$ cat src/rlct_pkg.sv
/*
  rlct_pkg: constants of the read latency cycle table block.
  Assumes a 250 MHz system clock and a slower host SCK sampled by it.
*/
package rlct_pkg;

  // read command kinds as given by the command decoder
  localparam logic [2:0] CMD_READ = 3'h0;
  localparam logic [2:0] CMD_FAST = 3'h1;
  localparam logic [2:0] CMD_DOUT = 3'h2;
  localparam logic [2:0] CMD_QOUT = 3'h3;
  localparam logic [2:0] CMD_DIO  = 3'h4;
  localparam logic [2:0] CMD_QIO  = 3'h5;

  // latency codes
  localparam logic [1:0] LC_00 = 2'h0;
  localparam logic [1:0] LC_10 = 2'h2;
  localparam logic [1:0] LC_11 = 2'h3;

  // marker for a command not supported in a band
  localparam logic [7:0] NOT_SUPP = 8'hFF;

  // ddr latency parameter, offsets 00h..2Bh
  localparam int DDR_LEN = 44;
  localparam logic [0:DDR_LEN-1][7:0] DDR_TBL = {
    8'h9A, 8'h2A, 8'h05, 8'h08, 8'h46, 8'h43,
    8'h0D, 8'h0E, 8'hBD, 8'hBE, 8'hED, 8'hEE,
    8'h32, 8'h03, 8'h00, 8'h04, 8'h00, 8'h04, 8'h01, 8'h03,
    8'h42, 8'h00, 8'h00, 8'h05, 8'h00, 8'h06, 8'h01, 8'h06,
    8'h42, 8'h01, 8'h00, 8'h06, 8'h00, 8'h07, 8'h01, 8'h07,
    8'h42, 8'h02, 8'h00, 8'h07, 8'h00, 8'h08, 8'h01, 8'h08};

  // ddr row bases
  localparam logic [7:0] DDR_ROW_50  = 8'h0C;
  localparam logic [7:0] DDR_ROW_66  = 8'h14;
  localparam logic [7:0] DDR_ROW_LEN = 8'h08;

  // sdr tail rows 5 and 6, offsets 3Ch..57h
  localparam logic [7:0] SDR_BASE = 8'h3C;
  localparam int SDR_LEN = 28;
  localparam logic [0:SDR_LEN-1][7:0] SDR_TBL = {
    8'h68, 8'h02, 8'hFF, 8'hFF, 8'h00, 8'h08, 8'h00,
    8'h08, 8'h00, 8'h08, 8'h00, 8'h06, 8'h02, 8'h05,
    8'h85, 8'h02, 8'hFF, 8'hFF, 8'h00, 8'h08, 8'hFF,
    8'hFF, 8'hFF, 8'hFF, 8'hFF, 8'hFF, 8'hFF, 8'hFF};
  localparam logic [7:0] SDR_ROW5 = 8'h00;
  localparam logic [7:0] SDR_ROW6 = 8'h0E;

  // reset values
  localparam logic [7:0] CNT_RST = 8'h00;
  localparam logic [2:0] SYNC_RST = 3'h7;

endpackage : rlct_pkg

$ cat src/rlct_top.sv
/*
  rlct_top: mode and dummy cycle selection, cycle counting after the
  address, and the readable latency parameter bytes.
  Assumes cmd, code, band and start come from logic on clk_sys_i;
  sck and chip select arrive from the host pins.
*/
// Summary of operation
// - sdr 104 MHz code 10b: quad-output read 0 mode, 8 dummy
// - sdr 104 MHz: dual-I/O read 0 mode, 6 dummy
// - sdr 104 MHz: quad-I/O read 2 mode, 5 dummy
// - sdr row 6 is 133 MHz (85h), code 10b; fast read 0/8
// - at 133 MHz only fast read; others marked FFh, unsupported
// - ddr parameter starts 9Ah, 2Ah, 05h, 08h
// - header row holds ASCII F and C at 04h and 05h
// - ddr header lists 0Dh/0Eh, BDh/BEh, EDh/EEh, 3-byte form first
// - ddr 50 MHz code 11b: fast, dual-I/O 4 dummy; quad-I/O 3
// - ddr 66 MHz code 00b: dummy 5, 6, 6
// - ddr 66 MHz code 01b: dummy 6, 7, 7
// - ddr 66 MHz code 10b: dummy 7, 8, 8
// - ddr quad-I/O has one mode cycle, others none
// - sdr row 5 is 104 MHz (68h), code 10b
`timescale 1ns/100ps
module rlct_top (
  // clock and reset
  input  wire logic       clk_sys_i,
  input  wire logic       reset_i,
  // host pins
  input  wire logic       sck_i,
  input  wire logic       cs_n_i,
  // read request from the command decoder
  input  wire logic       start_i,
  input  wire logic [2:0] cmd_i,
  input  wire logic       ddr_i,
  input  wire logic [1:0] lat_code_i,
  input  wire logic       band_high_i,
  // query port
  input  wire logic       query_ddr_i,
  input  wire logic [7:0] query_addr_i,
  output logic      [7:0] query_data_o,
  // latency results
  output logic      [7:0] mode_cnt_o,
  output logic      [7:0] dummy_cnt_o,
  output logic            unsupported_o,
  output logic            busy_o,
  output logic            data_phase_o
);

  typedef enum logic [1:0] {
    ST_IDLE,
    ST_MODE,
    ST_DUMMY,
    ST_DATA
  } rlct_state_t;

  rlct_state_t state_q, state_d;
  logic [2:0] sck_sync_q;
  logic [2:0] cs_sync_q;
  logic       sck_lvl_q;
  logic       cs_n_lvl_q;
  logic [7:0] rem_q, rem_d;

  // sck and chip select: three flops, accepted when the last two agree
  always_ff @(posedge clk_sys_i) begin
    if (reset_i) begin
      sck_sync_q <= rlct_pkg::SYNC_RST;
      cs_sync_q  <= rlct_pkg::SYNC_RST;
      sck_lvl_q  <= 1'b1;
      cs_n_lvl_q <= 1'b1;
    end else begin
      sck_sync_q <= {sck_sync_q[1:0], sck_i};
      cs_sync_q  <= {cs_sync_q[1:0], cs_n_i};
      if (sck_sync_q[1] == sck_sync_q[2]) begin
        sck_lvl_q <= sck_sync_q[2];
      end
      if (cs_sync_q[1] == cs_sync_q[2]) begin
        cs_n_lvl_q <= cs_sync_q[2];
      end
    end
  end

  wire sck_ok   = sck_sync_q[1] == sck_sync_q[2];
  wire sck_rise = sck_ok & sck_sync_q[2] & ~sck_lvl_q;
  wire cs_ok    = cs_sync_q[1] == cs_sync_q[2];
  wire cs_end   = cs_ok & cs_sync_q[2] & ~cs_n_lvl_q;
  wire frame_on = ~cs_n_lvl_q;

  wire [7:0] ddr_row = (lat_code_i == rlct_pkg::LC_11) ? rlct_pkg::DDR_ROW_50
                     : rlct_pkg::DDR_ROW_66 + rlct_pkg::DDR_ROW_LEN * {6'h00, lat_code_i};
  wire [1:0] ddr_slot = (cmd_i == rlct_pkg::CMD_FAST) ? 2'h0
                      : (cmd_i == rlct_pkg::CMD_DIO)  ? 2'h1 : 2'h2;
  wire ddr_cmd_ok = (cmd_i == rlct_pkg::CMD_FAST) | (cmd_i == rlct_pkg::CMD_DIO)
                  | (cmd_i == rlct_pkg::CMD_QIO);
  // mode and dummy pair per command
  wire [7:0] ddr_idx = ddr_row + 8'h02 + {5'h00, ddr_slot, 1'b0};
  wire [7:0] ddr_mode  = rlct_pkg::DDR_TBL[ddr_idx[5:0]];
  wire [7:0] ddr_dummy = rlct_pkg::DDR_TBL[ddr_idx[5:0] + 6'h01];

  // sdr row pick by band; only code 10b rows are held
  wire [7:0] sdr_row  = band_high_i ? rlct_pkg::SDR_ROW6 : rlct_pkg::SDR_ROW5;
  wire [7:0] sdr_idx  = sdr_row + 8'h02 + {4'h0, cmd_i, 1'b0};
  wire [7:0] sdr_mode  = rlct_pkg::SDR_TBL[sdr_idx[4:0]];
  wire [7:0] sdr_dummy = rlct_pkg::SDR_TBL[sdr_idx[4:0] + 5'h01];
  wire sdr_cmd_ok = (cmd_i <= rlct_pkg::CMD_QIO) & (lat_code_i == rlct_pkg::LC_10);

  wire [7:0] sel_mode  = ddr_i ? ddr_mode : sdr_mode;
  wire [7:0] sel_dummy = ddr_i ? ddr_dummy : sdr_dummy;
  wire sel_bad = (ddr_i ? ~ddr_cmd_ok : ~sdr_cmd_ok)
               | (sel_mode == rlct_pkg::NOT_SUPP) | (sel_dummy == rlct_pkg::NOT_SUPP);
  wire go = start_i & frame_on & (state_q == ST_IDLE);

  // mode count, then dummy count, then data
  always_comb begin
    state_d = state_q;
    rem_d   = rem_q;
    case (state_q)
      ST_IDLE: begin
        if (go && !sel_bad) begin
          if (sel_mode != rlct_pkg::CNT_RST) begin
            state_d = ST_MODE;
            rem_d   = sel_mode;
          end else if (sel_dummy != rlct_pkg::CNT_RST) begin
            state_d = ST_DUMMY;
            rem_d   = sel_dummy;
          end else begin
            state_d = ST_DATA;
          end
        end
      end
      ST_MODE: begin
        if (sck_rise) begin
          rem_d = rem_q - 8'h01;
          if (rem_q == 8'h01) begin
            state_d = (dummy_cnt_o == rlct_pkg::CNT_RST) ? ST_DATA : ST_DUMMY;
            rem_d   = dummy_cnt_o;
          end
        end
      end
      ST_DUMMY: begin
        if (sck_rise) begin
          rem_d = rem_q - 8'h01;
          if (rem_q == 8'h01) begin
            state_d = ST_DATA;
          end
        end
      end
      ST_DATA: begin
        state_d = ST_DATA;
      end
      default: begin
        state_d = ST_IDLE;
      end
    endcase
    // end of frame aborts any read
    if (cs_end) begin
      state_d = ST_IDLE;
      rem_d   = rlct_pkg::CNT_RST;
    end
  end

  always_ff @(posedge clk_sys_i) begin
    if (reset_i) begin
      state_q <= ST_IDLE;
      rem_q   <= rlct_pkg::CNT_RST;
    end else begin
      state_q <= state_d;
      rem_q   <= rem_d;
    end
  end

  // latched selection; a refused request leaves counts at zero
  always_ff @(posedge clk_sys_i) begin
    if (reset_i) begin
      mode_cnt_o    <= rlct_pkg::CNT_RST;
      dummy_cnt_o   <= rlct_pkg::CNT_RST;
      unsupported_o <= 1'b0;
    end else if (go) begin
      mode_cnt_o    <= sel_bad ? rlct_pkg::CNT_RST : sel_mode;
      dummy_cnt_o   <= sel_bad ? rlct_pkg::CNT_RST : sel_dummy;
      unsupported_o <= sel_bad;
    end else if (cs_end) begin
      unsupported_o <= 1'b0;
    end
  end

  always_ff @(posedge clk_sys_i) begin
    if (reset_i) begin
      busy_o       <= 1'b0;
      data_phase_o <= 1'b0;
    end else begin
      busy_o       <= (state_d == ST_MODE) | (state_d == ST_DUMMY);
      data_phase_o <= state_d == ST_DATA;
    end
  end

  // parameter bytes; offsets outside the held rows read 00h
  wire q_ddr_hit = query_addr_i < 8'(rlct_pkg::DDR_LEN);
  wire [7:0] q_sdr_off = query_addr_i - rlct_pkg::SDR_BASE;
  wire q_sdr_hit = (query_addr_i >= rlct_pkg::SDR_BASE) & (q_sdr_off < 8'(rlct_pkg::SDR_LEN));
  wire [7:0] q_byte = query_ddr_i ? (q_ddr_hit ? rlct_pkg::DDR_TBL[query_addr_i[5:0]] : 8'h00)
                    : (q_sdr_hit ? rlct_pkg::SDR_TBL[q_sdr_off[4:0]] : 8'h00);

  always_ff @(posedge clk_sys_i) begin
    if (reset_i) begin
      query_data_o <= rlct_pkg::CNT_RST;
    end else begin
      query_data_o <= q_byte;
    end
  end

  wire sdr104 = go & ~ddr_i & ~band_high_i & (lat_code_i == rlct_pkg::LC_10);
  wire sdr133 = go & ~ddr_i & band_high_i & (lat_code_i == rlct_pkg::LC_10);
  wire ddr_go = go & ddr_i;
endmodule : rlct_top

$ cat config.mk
export PLATFORM = sky130hd
export DESIGN_NAME = rlct_top
export DESIGN_NICKNAME = d
export VERILOG_FILES = /design/src/rlct_pkg.sv /design/src/rlct_top.sv
export SDC_FILE = /design/constraint.sdc
export NUM_CORES = 1
export LEC_CHECK = 0
export BUFFER_PORTS_ARGS = -buffer_cell sky130_fd_sc_hd__buf_2
export CORE_MARGIN = 3
export CORE_UTILIZATION = 55
export CTS_BUF_LIST = sky130_fd_sc_hd__clkbuf_4
export DETAILED_ROUTE_END_ITERATION = 6
export GPL_TIMING_DRIVEN = 0
export PLACE_DENSITY_LB_ADDON = 0.2
export SYNTH_ARGS = -nofsm -noshare
export SYNTH_HDL_FRONTEND = slang
export SYNTH_SLANG_ARGS = --single-unit
$ cat constraint.sdc
create_clock -name clk_sys_i -period 4.2 [get_ports clk_sys_i]
set_input_delay 0.84 -clock clk_sys_i [delete_from_list [all_inputs] [get_ports clk_sys_i]]
set_output_delay 0.84 -clock clk_sys_i [all_outputs]
set_load 0.05 [all_outputs]
==> flow_metrics.env, run 1 <==
export IMPL_status="finished clean"
export IMPL_start_util_pct=58.3
export IMPL_synth_nets=508
export IMPL_start_kind="input pin"
export IMPL_syn_area_um2=3530
export IMPL_synthFlopType="dfxtp_1"
export IMPL_ys_seq_elements=45
export IMPL_htree_levels=2
export IMPL_drtIter0Drc=262
export IMPL_wl_per_cell_um=15.7
export IMPL_ir_drop_mv=0.416
export IMPL_antenna_cells=0
export IMPL_postPlaceCellArea_um2=3850
export IMPL_critPathArrivalTime_ns=4.15
export IMPL_final_hold_viol_count=0
export IMPL_synth_top_area_share_pct=25.5
export IMPL_postRouteAntennaNets=0
export IMPL_yosys_area_top_type="dfxtp_1"
export IMPL_nets=560
export IMPL_max_slew_margin_rel_pct=59.1
export IMPL_syn_avg_cell_area_um2=7.73
export IMPL_gp_congestion=0.944
export IMPL_ctsLongestPathBuffers=2
export IMPL_die_h_um=86.1
export IMPL_overflow=0
export IMPL_tightest_slew_ns=0.597
export IMPL_holdBufCountCts=0
export IMPL_synth_cell_type_count=67
export IMPL_numCtsBuffers=5
export IMPL_area_growth_synth_to_final_pct=12.1
export IMPL_grt_pass1_vias=3257
export IMPL_critical_path_class="input pin to flop"
export IMPL_fin_area_um2=3960
export IMPL_clkLatencyLatePin_ns=0.37
export IMPL_fmax_mhz=258
export IMPL_powerDensity_nw_per_um2=477
export IMPL_hold_slack_ns=0.430
export IMPL_holdPathStages=1
export IMPL_drc=0
export IMPL_synth_edff_count=0
export IMPL_coreArea_um2=6060
export IMPL_dp_hpwl_um=7010
export IMPL_dp_cells=577
export IMPL_rsz0062_at_grt="false"
export IMPL_antenna_found_initial=0
export IMPL_fin_crit_sh_pct=92.4
export IMPL_ff2ff_path_depth=9
export IMPL_cp_required_ns=4.47
export IMPL_grt_pass1_wl_um=15200
export IMPL_chipWidth_um=86.1
export IMPL_maxCapViolCount=0
export IMPL_cts_root_buf="clkbuf_4"
export IMPL_multi_input_area_um2=2420
export IMPL_routed_wirelength_um=9180
export IMPL_via_count=3579
export IMPL_synth_seq_area_share_pct=25.5
export IMPL_grt_max_degree=17
export IMPL_critical_path_max_fanout=8
export IMPL_slew_violations=0
export IMPL_clk_pin_slew_ns=0.14
export IMPL_numClockSinks=45
export IMPL_utilization_pct=65.3
export IMPL_hp_class="flop to flop"
export IMPL_skew_ns=0.00593
export IMPL_routed_via_density=6.12
export IMPL_seqCellArea_um2=901
export IMPL_fillCellCount=546
export IMPL_pre_cts_ws_ns=-0.297
export IMPL_grt_util_all_layers_pct=24.9
export IMPL_setup_viol=0
export IMPL_critPathCaptureType="flop"
export IMPL_synth_most_common_cell="nand2_1"
export IMPL_cts_resized_gates=0
export IMPL_cts_tree="built"
export IMPL_finalCriticalPeriod_ns=3.88
export IMPL_layout_setup_ws_ns=0.318
export IMPL_postSynthCellCount=457
export IMPL_postCtsSetupBuffers=0
export IMPL_synth_common_cells="nand2_1, dfxtp_1, nor2_1"
export IMPL_place_port_buffers=45
export IMPL_io_pins=48
export IMPL_drt_pass1_iter_count=6
export IMPL_num_rows=28
export IMPL_yosysWarnings=0
export IMPL_die_area_um2=7420
export IMPL_ys_top_cells_by_area="dfxtp_1, ha_1, nand2_1"
export IMPL_instances_no_fill=585
export IMPL_drive_above_1_share_pct=16.7
export IMPL_p_leak_nw=1.67
export IMPL_async_reset_ff_share_pct=0
==> worst max-delay path, stage by stage <==
cell and delay [ns]:
buf_2 0.09, clkbuf_2 0.21, inv_1 0.09, ha_1 0.28, inv_1 0.05, fa_1 0.50, xor2_2 0.36, mux2i_1 0.58
a21oi_1 0.12, nand4_1 0.25, o211ai_1 0.11, o311ai_1 0.14, nor2_1 0.08, ha_1 0.29, nor2b_1 0.13
==> state kept, by name, indices dropped and copies added (netlist names) <==
name / cells
dummy_cnt_o: 8
mode_cnt_o: 8
query_data_o: 8
rem_q: 8
cs_sync_q: 3
sck_sync_q: 3
state_q: 2
busy_o: 1
cs_n_lvl_q: 1
data_phase_o: 1
sck_lvl_q: 1
unsupported_o: 1
==> cell families (layout without fill, tap and decap cells) <==
group,after synthesis,in the layout,synth area share [%]
compound gates,125,125,23.7
xor+xnor,12,12,3.19
fa+ha+maj,30,30,10.8
buf+inv,59,112,6.66
flops,45,45,25.5
mux,15,15,5.46
simple gates,171,171,24.7
==> path summary, 6_finish.rpt <==
kind                              startpoint            to  slack, ns
worst min-delay path            cs_sync_q[0]  cs_sync_q[1]       0.43
worst max-delay path                cmd_i[2]        busy_o       0.32
worst min register to register  cs_sync_q[0]  cs_sync_q[1]       0.43
worst max register to register    state_q[0]        busy_o       1.40
==> where the power goes <==
part | internal [mW] | total (mW) | leakage, nW | switching (mW)
Combinational | 0.426 | 1.07 | 1.26 | 0.645
Sequential | 0.476 | 0.529 | 0.365 | 0.0530
Clock | 0.131 | 0.288 | 0.0473 | 0.157
Total | 1.03 | 1.89 | 1.67 | 0.855
==> layout by cell type (no fill, tap or decap), drive strengths merged, types with 3 or more instances in the layout <==
cell type and instances:
a211oi 9, nand3 12, or2 10, o22ai 3
a21boi 3, ha 29, mux4 3, buf 50
or3b 3, dfxtp 45, inv 31, a21oi 36
mux2i 8, o211ai 10, or3 4, xnor2 7
nor4 5, nand2b 9, xor2 5, nor2b 10
mux2 4, o311ai 3, a31oi 6, a21o 3
nor2 38, nor3 10, o21ai 21, clkbuf 29
nand3b 3, nor3b 4, nand2 52, a22oi 11
o31ai 4
==> through the flow <==
step | TNS, ns | power (mW)
global placement | -0.778 | 1.55
floorplan | 0 | 1.36
CTS | 0 | 1.87
detailed placement | -0.925 | 1.58
finish | 0 | 1.89
global route | 0 | 2.03
==> layout make-up <==
| type | count | share of cell area [%] |
|---|---|---|
| Clock buffer | 5 | 0.948 |
| Tap cell | 75 | 2.37 |
| Buffer | 29 | 3.10 |
| Multi-Input combinational cell | 353 | 61.0 |
| Sequential cell | 45 | 22.8 |
| Inverter | 30 | 2.84 |
| Timing Repair Buffer | 45 | 5.69 |
| Clock inverter | 3 | 1.26 |
==> metal layers <==
metal | global-route usage [%] | up-vias | wire length (um)
li1 | - | 1726 | -
met1 | 34.7 | 1711 | 4180
met2 | 40.2 | 127 | 4330
met3 | 4.13 | 15 | 565
met4 | 5.61 | 0 | 99
met5 | 0 | - | 0
No activity file was read; power rests on OpenSTA's default activity.
==> run 2: changes to the inputs <==
--- a/config.mk
+++ b/config.mk
@@ -12,6 +12,7 @@
 export DETAILED_ROUTE_END_ITERATION = 6
 export GPL_TIMING_DRIVEN = 0
 export PLACE_DENSITY_LB_ADDON = 0.2
+export RECOVER_POWER = 25
 export SYNTH_ARGS = -nofsm -noshare
 export SYNTH_HDL_FRONTEND = slang
 export SYNTH_SLANG_ARGS = --single-unit
==> run 2 against run 1 <==
Sequential power about the same. Cell count unchanged. Total power about the same. Sequential share of layout area is 0.072 points higher. Global-route usage unchanged. Clock skew hardly changed. Flip-flop and latch count did not move. Maximum frequency decreased by 0.25%. Critical path depth is 1 lower. Worst setup slack worse by 0.0098 ns. Critical path type unchanged. Largest power group unchanged. Highest routed layer unchanged.
==> flow_metrics.env, run 2 (synthesis gave the netlist of run 1 again) <==
export IMPL_numClockSinks=45
export IMPL_seqCellArea_um2=901
export IMPL_start_util_pct=58.3
export IMPL_ir_drop_mv=0.415
export IMPL_coreArea_um2=6060
export IMPL_io_pins=48
export IMPL_fillCellCount=553
export IMPL_final_common_cell="nand2_1"
export IMPL_finalCriticalPeriod_ns=3.89
export IMPL_postCtsSetupBuffers=0
export IMPL_ctsLongestPathBuffers=2
export IMPL_wl_per_cell_um=15.6
export IMPL_status="finished clean"
export IMPL_start_kind="input pin"
export IMPL_routed_via_density=6.06
export IMPL_die_area_um2=7420
export IMPL_max_stage_delay_ns=0.50
export IMPL_total_power_mw=1.89
export IMPL_multi_input_area_um2=2420
export IMPL_drt_pass1_iter_count=5
export IMPL_holdBufCountCts=0
export IMPL_via_count=3548
export IMPL_place_port_buffers=45
export IMPL_routed_wirelength_um=9140
export IMPL_clk_pin_slew_ns=0.14
export IMPL_dp_cells=577
export IMPL_die_h_um=86.1
export IMPL_layout_setup_ws_ns=0.308
export IMPL_numCtsBuffers=5
export IMPL_fmax_mhz=257
export IMPL_nets=560
export IMPL_antenna_found_initial=0
export IMPL_instances_no_fill=585
export IMPL_crit_chain="buf_2 > clkbuf_2 > inv_1 > ha_1 > inv_1 > fa_1 > xor2_2 > mux2i_1 > a211oi_2 > nor2b_2 > mux2i_1 > a211oi_1 > ha_1 > nor2b_1"
export IMPL_cts_root_buf="clkbuf_4"
export IMPL_cts_resized_gates=0
export IMPL_drive_above_1_share_pct=14.7
export IMPL_critical_path_max_fanout=8
export IMPL_final_cell_mix="nand2_1, dfxtp_1, buf_2"
export IMPL_critical_path_class="input pin to flop"
export IMPL_htree_levels=2
export IMPL_gp_congestion=0.944
export IMPL_drtIter0Drc=266
export IMPL_critPathCaptureType="flop"
export IMPL_hp_class="flop to flop"
export IMPL_powerDensity_nw_per_um2=478
export IMPL_fin_crit_sh_pct=92.7
export IMPL_slowest_stage="fa_1"
export IMPL_path_buf_inv=4
export IMPL_dp_hpwl_um=7010
export IMPL_critPathArrivalTime_ns=4.16
export IMPL_tightest_slew_ns=0.602
export IMPL_rsz0062_at_grt="false"
export IMPL_area_growth_synth_to_final_pct=11.8
export IMPL_p_leak_nw=1.63
export IMPL_cp_required_ns=4.47
export IMPL_setup_viol=0
export IMPL_postRouteAntennaNets=0
export IMPL_pre_cts_ws_ns=-0.297
export IMPL_max_slew_margin_rel_pct=58.7
export IMPL_clkLatencyLatePin_ns=0.37
export IMPL_grt_pass1_wl_um=15200
export IMPL_drc=0
export IMPL_maxCapViolCount=0
export IMPL_grt_util_all_layers_pct=24.9
export IMPL_num_rows=28
export IMPL_skew_ns=0.00567
export IMPL_critical_path_top_delay_family="adder cells"
export IMPL_cts_tree="built"
export IMPL_final_hold_viol_count=0
export IMPL_overflow=0
export IMPL_grt_pass1_vias=3257
export IMPL_utilization_pct=65.1
export IMPL_grt_max_degree=17
export IMPL_chipWidth_um=86.1
export IMPL_tns_ns=0
export IMPL_slew_violations=0
export IMPL_antenna_cells=0
[run 2: cell types whose count changed in the layout (fill, tap and decap cells not counted)]
cell,change
buf_2,-10
clkbuf_1,+10
[run 2: per-stage QoR]
step	area (um2)	hold WS, ns
after floorplan	3530	0.389
after global placement	3850	0.393
after detailed placement	3850	0.397
after CTS	3940	0.433
after global routing	3950	0.439
final	3950	0.430
[run 2: worst paths after layout]
path / startpoint / to / slack (ns) / cells past startpoint
worst max-delay path: cmd_i[2] / busy_o / 0.31 / 14
worst min-delay path: cs_sync_q[0] / cs_sync_q[1] / 0.43 / 1
worst max register to register: state_q[0] / busy_o / 1.37 / 9
worst min register to register: cs_sync_q[0] / cs_sync_q[1] / 0.43 / 1
[run 2: per-layer routing]
layer | wire length (um) | track usage [%] | up-vias
met5 | 0 | 0 | -
met4 | 113 | 5.61 | 0
met3 | 675 | 4.13 | 15
met2 | 4290 | 40.2 | 133
met1 | 4060 | 34.7 | 1676
li1 | - | - | 1724
[run 2: report_power, final]
part | internal [mW] | switching (mW) | leakage [nW]
registers | 0.476 | 0.0535 | 0.365
logic | 0.424 | 0.644 | 1.22
clock network | 0.131 | 0.158 | 0.0473
[run 2: final cells by class]
cell class | instances | area share, %
Clock buffer | 5 | 0.951
Timing Repair Buffer | 45 | 5.39
Multi-Input combinational cell | 353 | 61.2
Tap cell | 75 | 2.38
Sequential cell | 45 | 22.8
Buffer | 29 | 3.11
Clock inverter | 3 | 1.27
Inverter | 30 | 2.85
==> run 3: changes to the inputs <==
--- a/config.mk
+++ b/config.mk
@@ -7,11 +7,11 @@
 export LEC_CHECK = 0
 export BUFFER_PORTS_ARGS = -buffer_cell sky130_fd_sc_hd__buf_2
 export CORE_MARGIN = 3
-export CORE_UTILIZATION = 55
+export CORE_UTILIZATION = 40
 export CTS_BUF_LIST = sky130_fd_sc_hd__clkbuf_4
 export DETAILED_ROUTE_END_ITERATION = 6
 export GPL_TIMING_DRIVEN = 0
-export PLACE_DENSITY_LB_ADDON = 0.2
+export MAX_ROUTING_LAYER = met4
 export RECOVER_POWER = 25
 export SYNTH_ARGS = -nofsm -noshare
 export SYNTH_HDL_FRONTEND = slang
==> run 3 against run 2 <==
Non-clock buffer count stayed put. Worst setup slack lost 0.017 ns. Combinational power about the same. Clock skew fell by 0.00076 ns. Count of clock-buffer cells in the layout stayed put. Flip-flop and latch count did not move. Final area about the same. Register-to-register slack better by 0.04 ns. Largest power group unchanged.
==> flow_metrics.env, run 3 (synthesis gave the netlist of run 1 again) <==
export IMPL_antenna_found_initial=0
export IMPL_coreArea_um2=8380
export IMPL_crit_path_start="cmd_i[2]"
export IMPL_die_h_um=100
export IMPL_grt_util_all_layers_pct=19.9
export IMPL_slew_violations=0
export IMPL_p_leak_nw=1.61
export IMPL_gp_congestion=0.895
export IMPL_hp_class="flop to flop"
export IMPL_overflow=0
export IMPL_holdPathStages=1
export IMPL_num_rows=33
export IMPL_start_kind="input pin"
export IMPL_routed_wirelength_um=9520
export IMPL_io_pins=48
export IMPL_wl_per_cell_um=15.5
export IMPL_critPathArrivalTime_ns=4.17
export IMPL_die_area_um2=9990
export IMPL_clkLatencyLatePin_ns=0.37
export IMPL_final_cell_mix="nand2_1, dfxtp_1, buf_2"
export IMPL_antenna_cells=0
export IMPL_fmax_mhz=256
export IMPL_numClockSinks=45
export IMPL_hold_end="cs_sync_q[1]"
export IMPL_nets=560
export IMPL_critical_path_max_fanout=8
export IMPL_clk_pin_slew_ns=0.14
export IMPL_cp_required_ns=4.46
export IMPL_r2r_end="busy_o"
export IMPL_powerDensity_nw_per_um2=458
export IMPL_via_count=3486
export IMPL_max_stage_delay_ns=0.61
export IMPL_regToRegStartpoint="state_q[1]"
export IMPL_final_hold_viol_count=0
export IMPL_holdBufCountCts=0
export IMPL_finalCriticalPeriod_ns=3.91
export IMPL_ir_drop_mv=0.217
export IMPL_cts_root_buf="clkbuf_4"
export IMPL_max_slew_margin_rel_pct=56.4
export IMPL_drtIter0Drc=204
export IMPL_maxCapViolCount=0
export IMPL_drc=0
export IMPL_status="finished clean"
export IMPL_layout_setup_ws_ns=0.292
export IMPL_drive_above_1_share_pct=14.5
export IMPL_area_growth_synth_to_final_pct=11.9
export IMPL_rsz0062_at_grt="false"
export IMPL_fin_crit_sh_pct=93.1
export IMPL_postRouteAntennaNets=0
export IMPL_critical_path_class="input pin to flop"
export IMPL_start_util_pct=42.1
export IMPL_dp_hpwl_um=7230
export IMPL_htree_levels=2
export IMPL_utilization_pct=47.1
export IMPL_hold_start="cs_sync_q[0]"
export IMPL_postCtsSetupBuffers=0
export IMPL_r2r_slack_ns=1.41
export IMPL_critPathCaptureType="flop"
export IMPL_instances_no_fill=614
export IMPL_routed_via_density=5.68
export IMPL_numCtsBuffers=5
export IMPL_grt_pass1_vias=3258
export IMPL_total_power_mw=1.81
export IMPL_setup_viol=0
export IMPL_drt_pass1_iter_count=5
export IMPL_dp_cells=607
export IMPL_tns_ns=0
export IMPL_ff2ff_path_depth=9
export IMPL_ctsLongestPathBuffers=2
export IMPL_crit_chain="buf_2 > clkbuf_2 > inv_1 > ha_1 > inv_1 > fa_1 > xor2_2 > mux2i_1 > a21oi_1 > nand4_1 > o211ai_1 > o311ai_1 > nor2_1 > ha_1 > nor2b_1"
export IMPL_place_port_buffers=45
export IMPL_chipWidth_um=100
export IMPL_grt_max_degree=15
export IMPL_slowest_stage="mux2i_1"
export IMPL_pre_cts_ws_ns=-0.353
export IMPL_skew_ns=0.00491
export IMPL_tightest_slew_ns=0.636
export IMPL_cts_tree="built"
export IMPL_grt_pass1_wl_um=15700
export IMPL_final_common_cell="nand2_1"
[run 3: layout make-up]
class                   count  area, um2
fillers                   886       4430
multi-input cells         353       2420
flip-flops and latches     45        901
repair buffers             45        213
well taps                 105        131
plain buffers              29        123
inverters                  30        113
clock buffers               5       37.5
clock inverters             2       16.3
[run 3: per-stage QoR]
stage / cell area [um2] / hold slack, ns
6_report: 3950 / 0.430
3_3_place_gp: 3890 / 0.395
2_1_floorplan: 3530 / 0.389
3_5_place_dp: 3890 / 0.403
4_1_cts: 3940 / 0.437
5_1_grt: 3950 / 0.446
[run 3: worst max-delay path: cells and delay by family]
family	cells	cell delay [ns]
muxes	1	0.61
AOI/OAI and AO/OA	3	0.41
buffers and inverters	4	0.44
xor gates and xnor gates	1	0.36
and+or+nand+nor	3	0.46
adders and majority gates	3	1.06
[run 3: where the power goes]
group | internal, mW | total (mW) | leakage (nW) | switching [mW]
Combinational | 0.425 | 1.06 | 1.22 | 0.640
Clock | 0.0633 | 0.215 | 0.0273 | 0.152
Sequential | 0.476 | 0.530 | 0.365 | 0.0533
[run 3: worst max-delay path by stage]
stage	endpoint	cells past startpoint
after global placement	busy_o	16
after global routing	busy_o	15
after detailed placement	busy_o	16
after CTS	busy_o	16
after floorplan	busy_o	15
final	busy_o	15
[run 3: timing repair]
action / 4_1_cts / 5_1_grt
resized for setup: 0 / 4
endpoints found under the hold margin: 0 / 0
endpoints found under the setup margin: 0 / 3
[run 3: layer usage]
| metal | GRT usage, % | vias up | wire (um) |
|---|---|---|---|
| li1 | - | 1724 | - |
| met1 | 27.5 | 1655 | 4510 |
| met2 | 30.6 | 99 | 4410 |
| met3 | 3.54 | 8 | 525 |
| met4 | 3.89 | 0 | 72 |
| met5 | - | - | 0 |
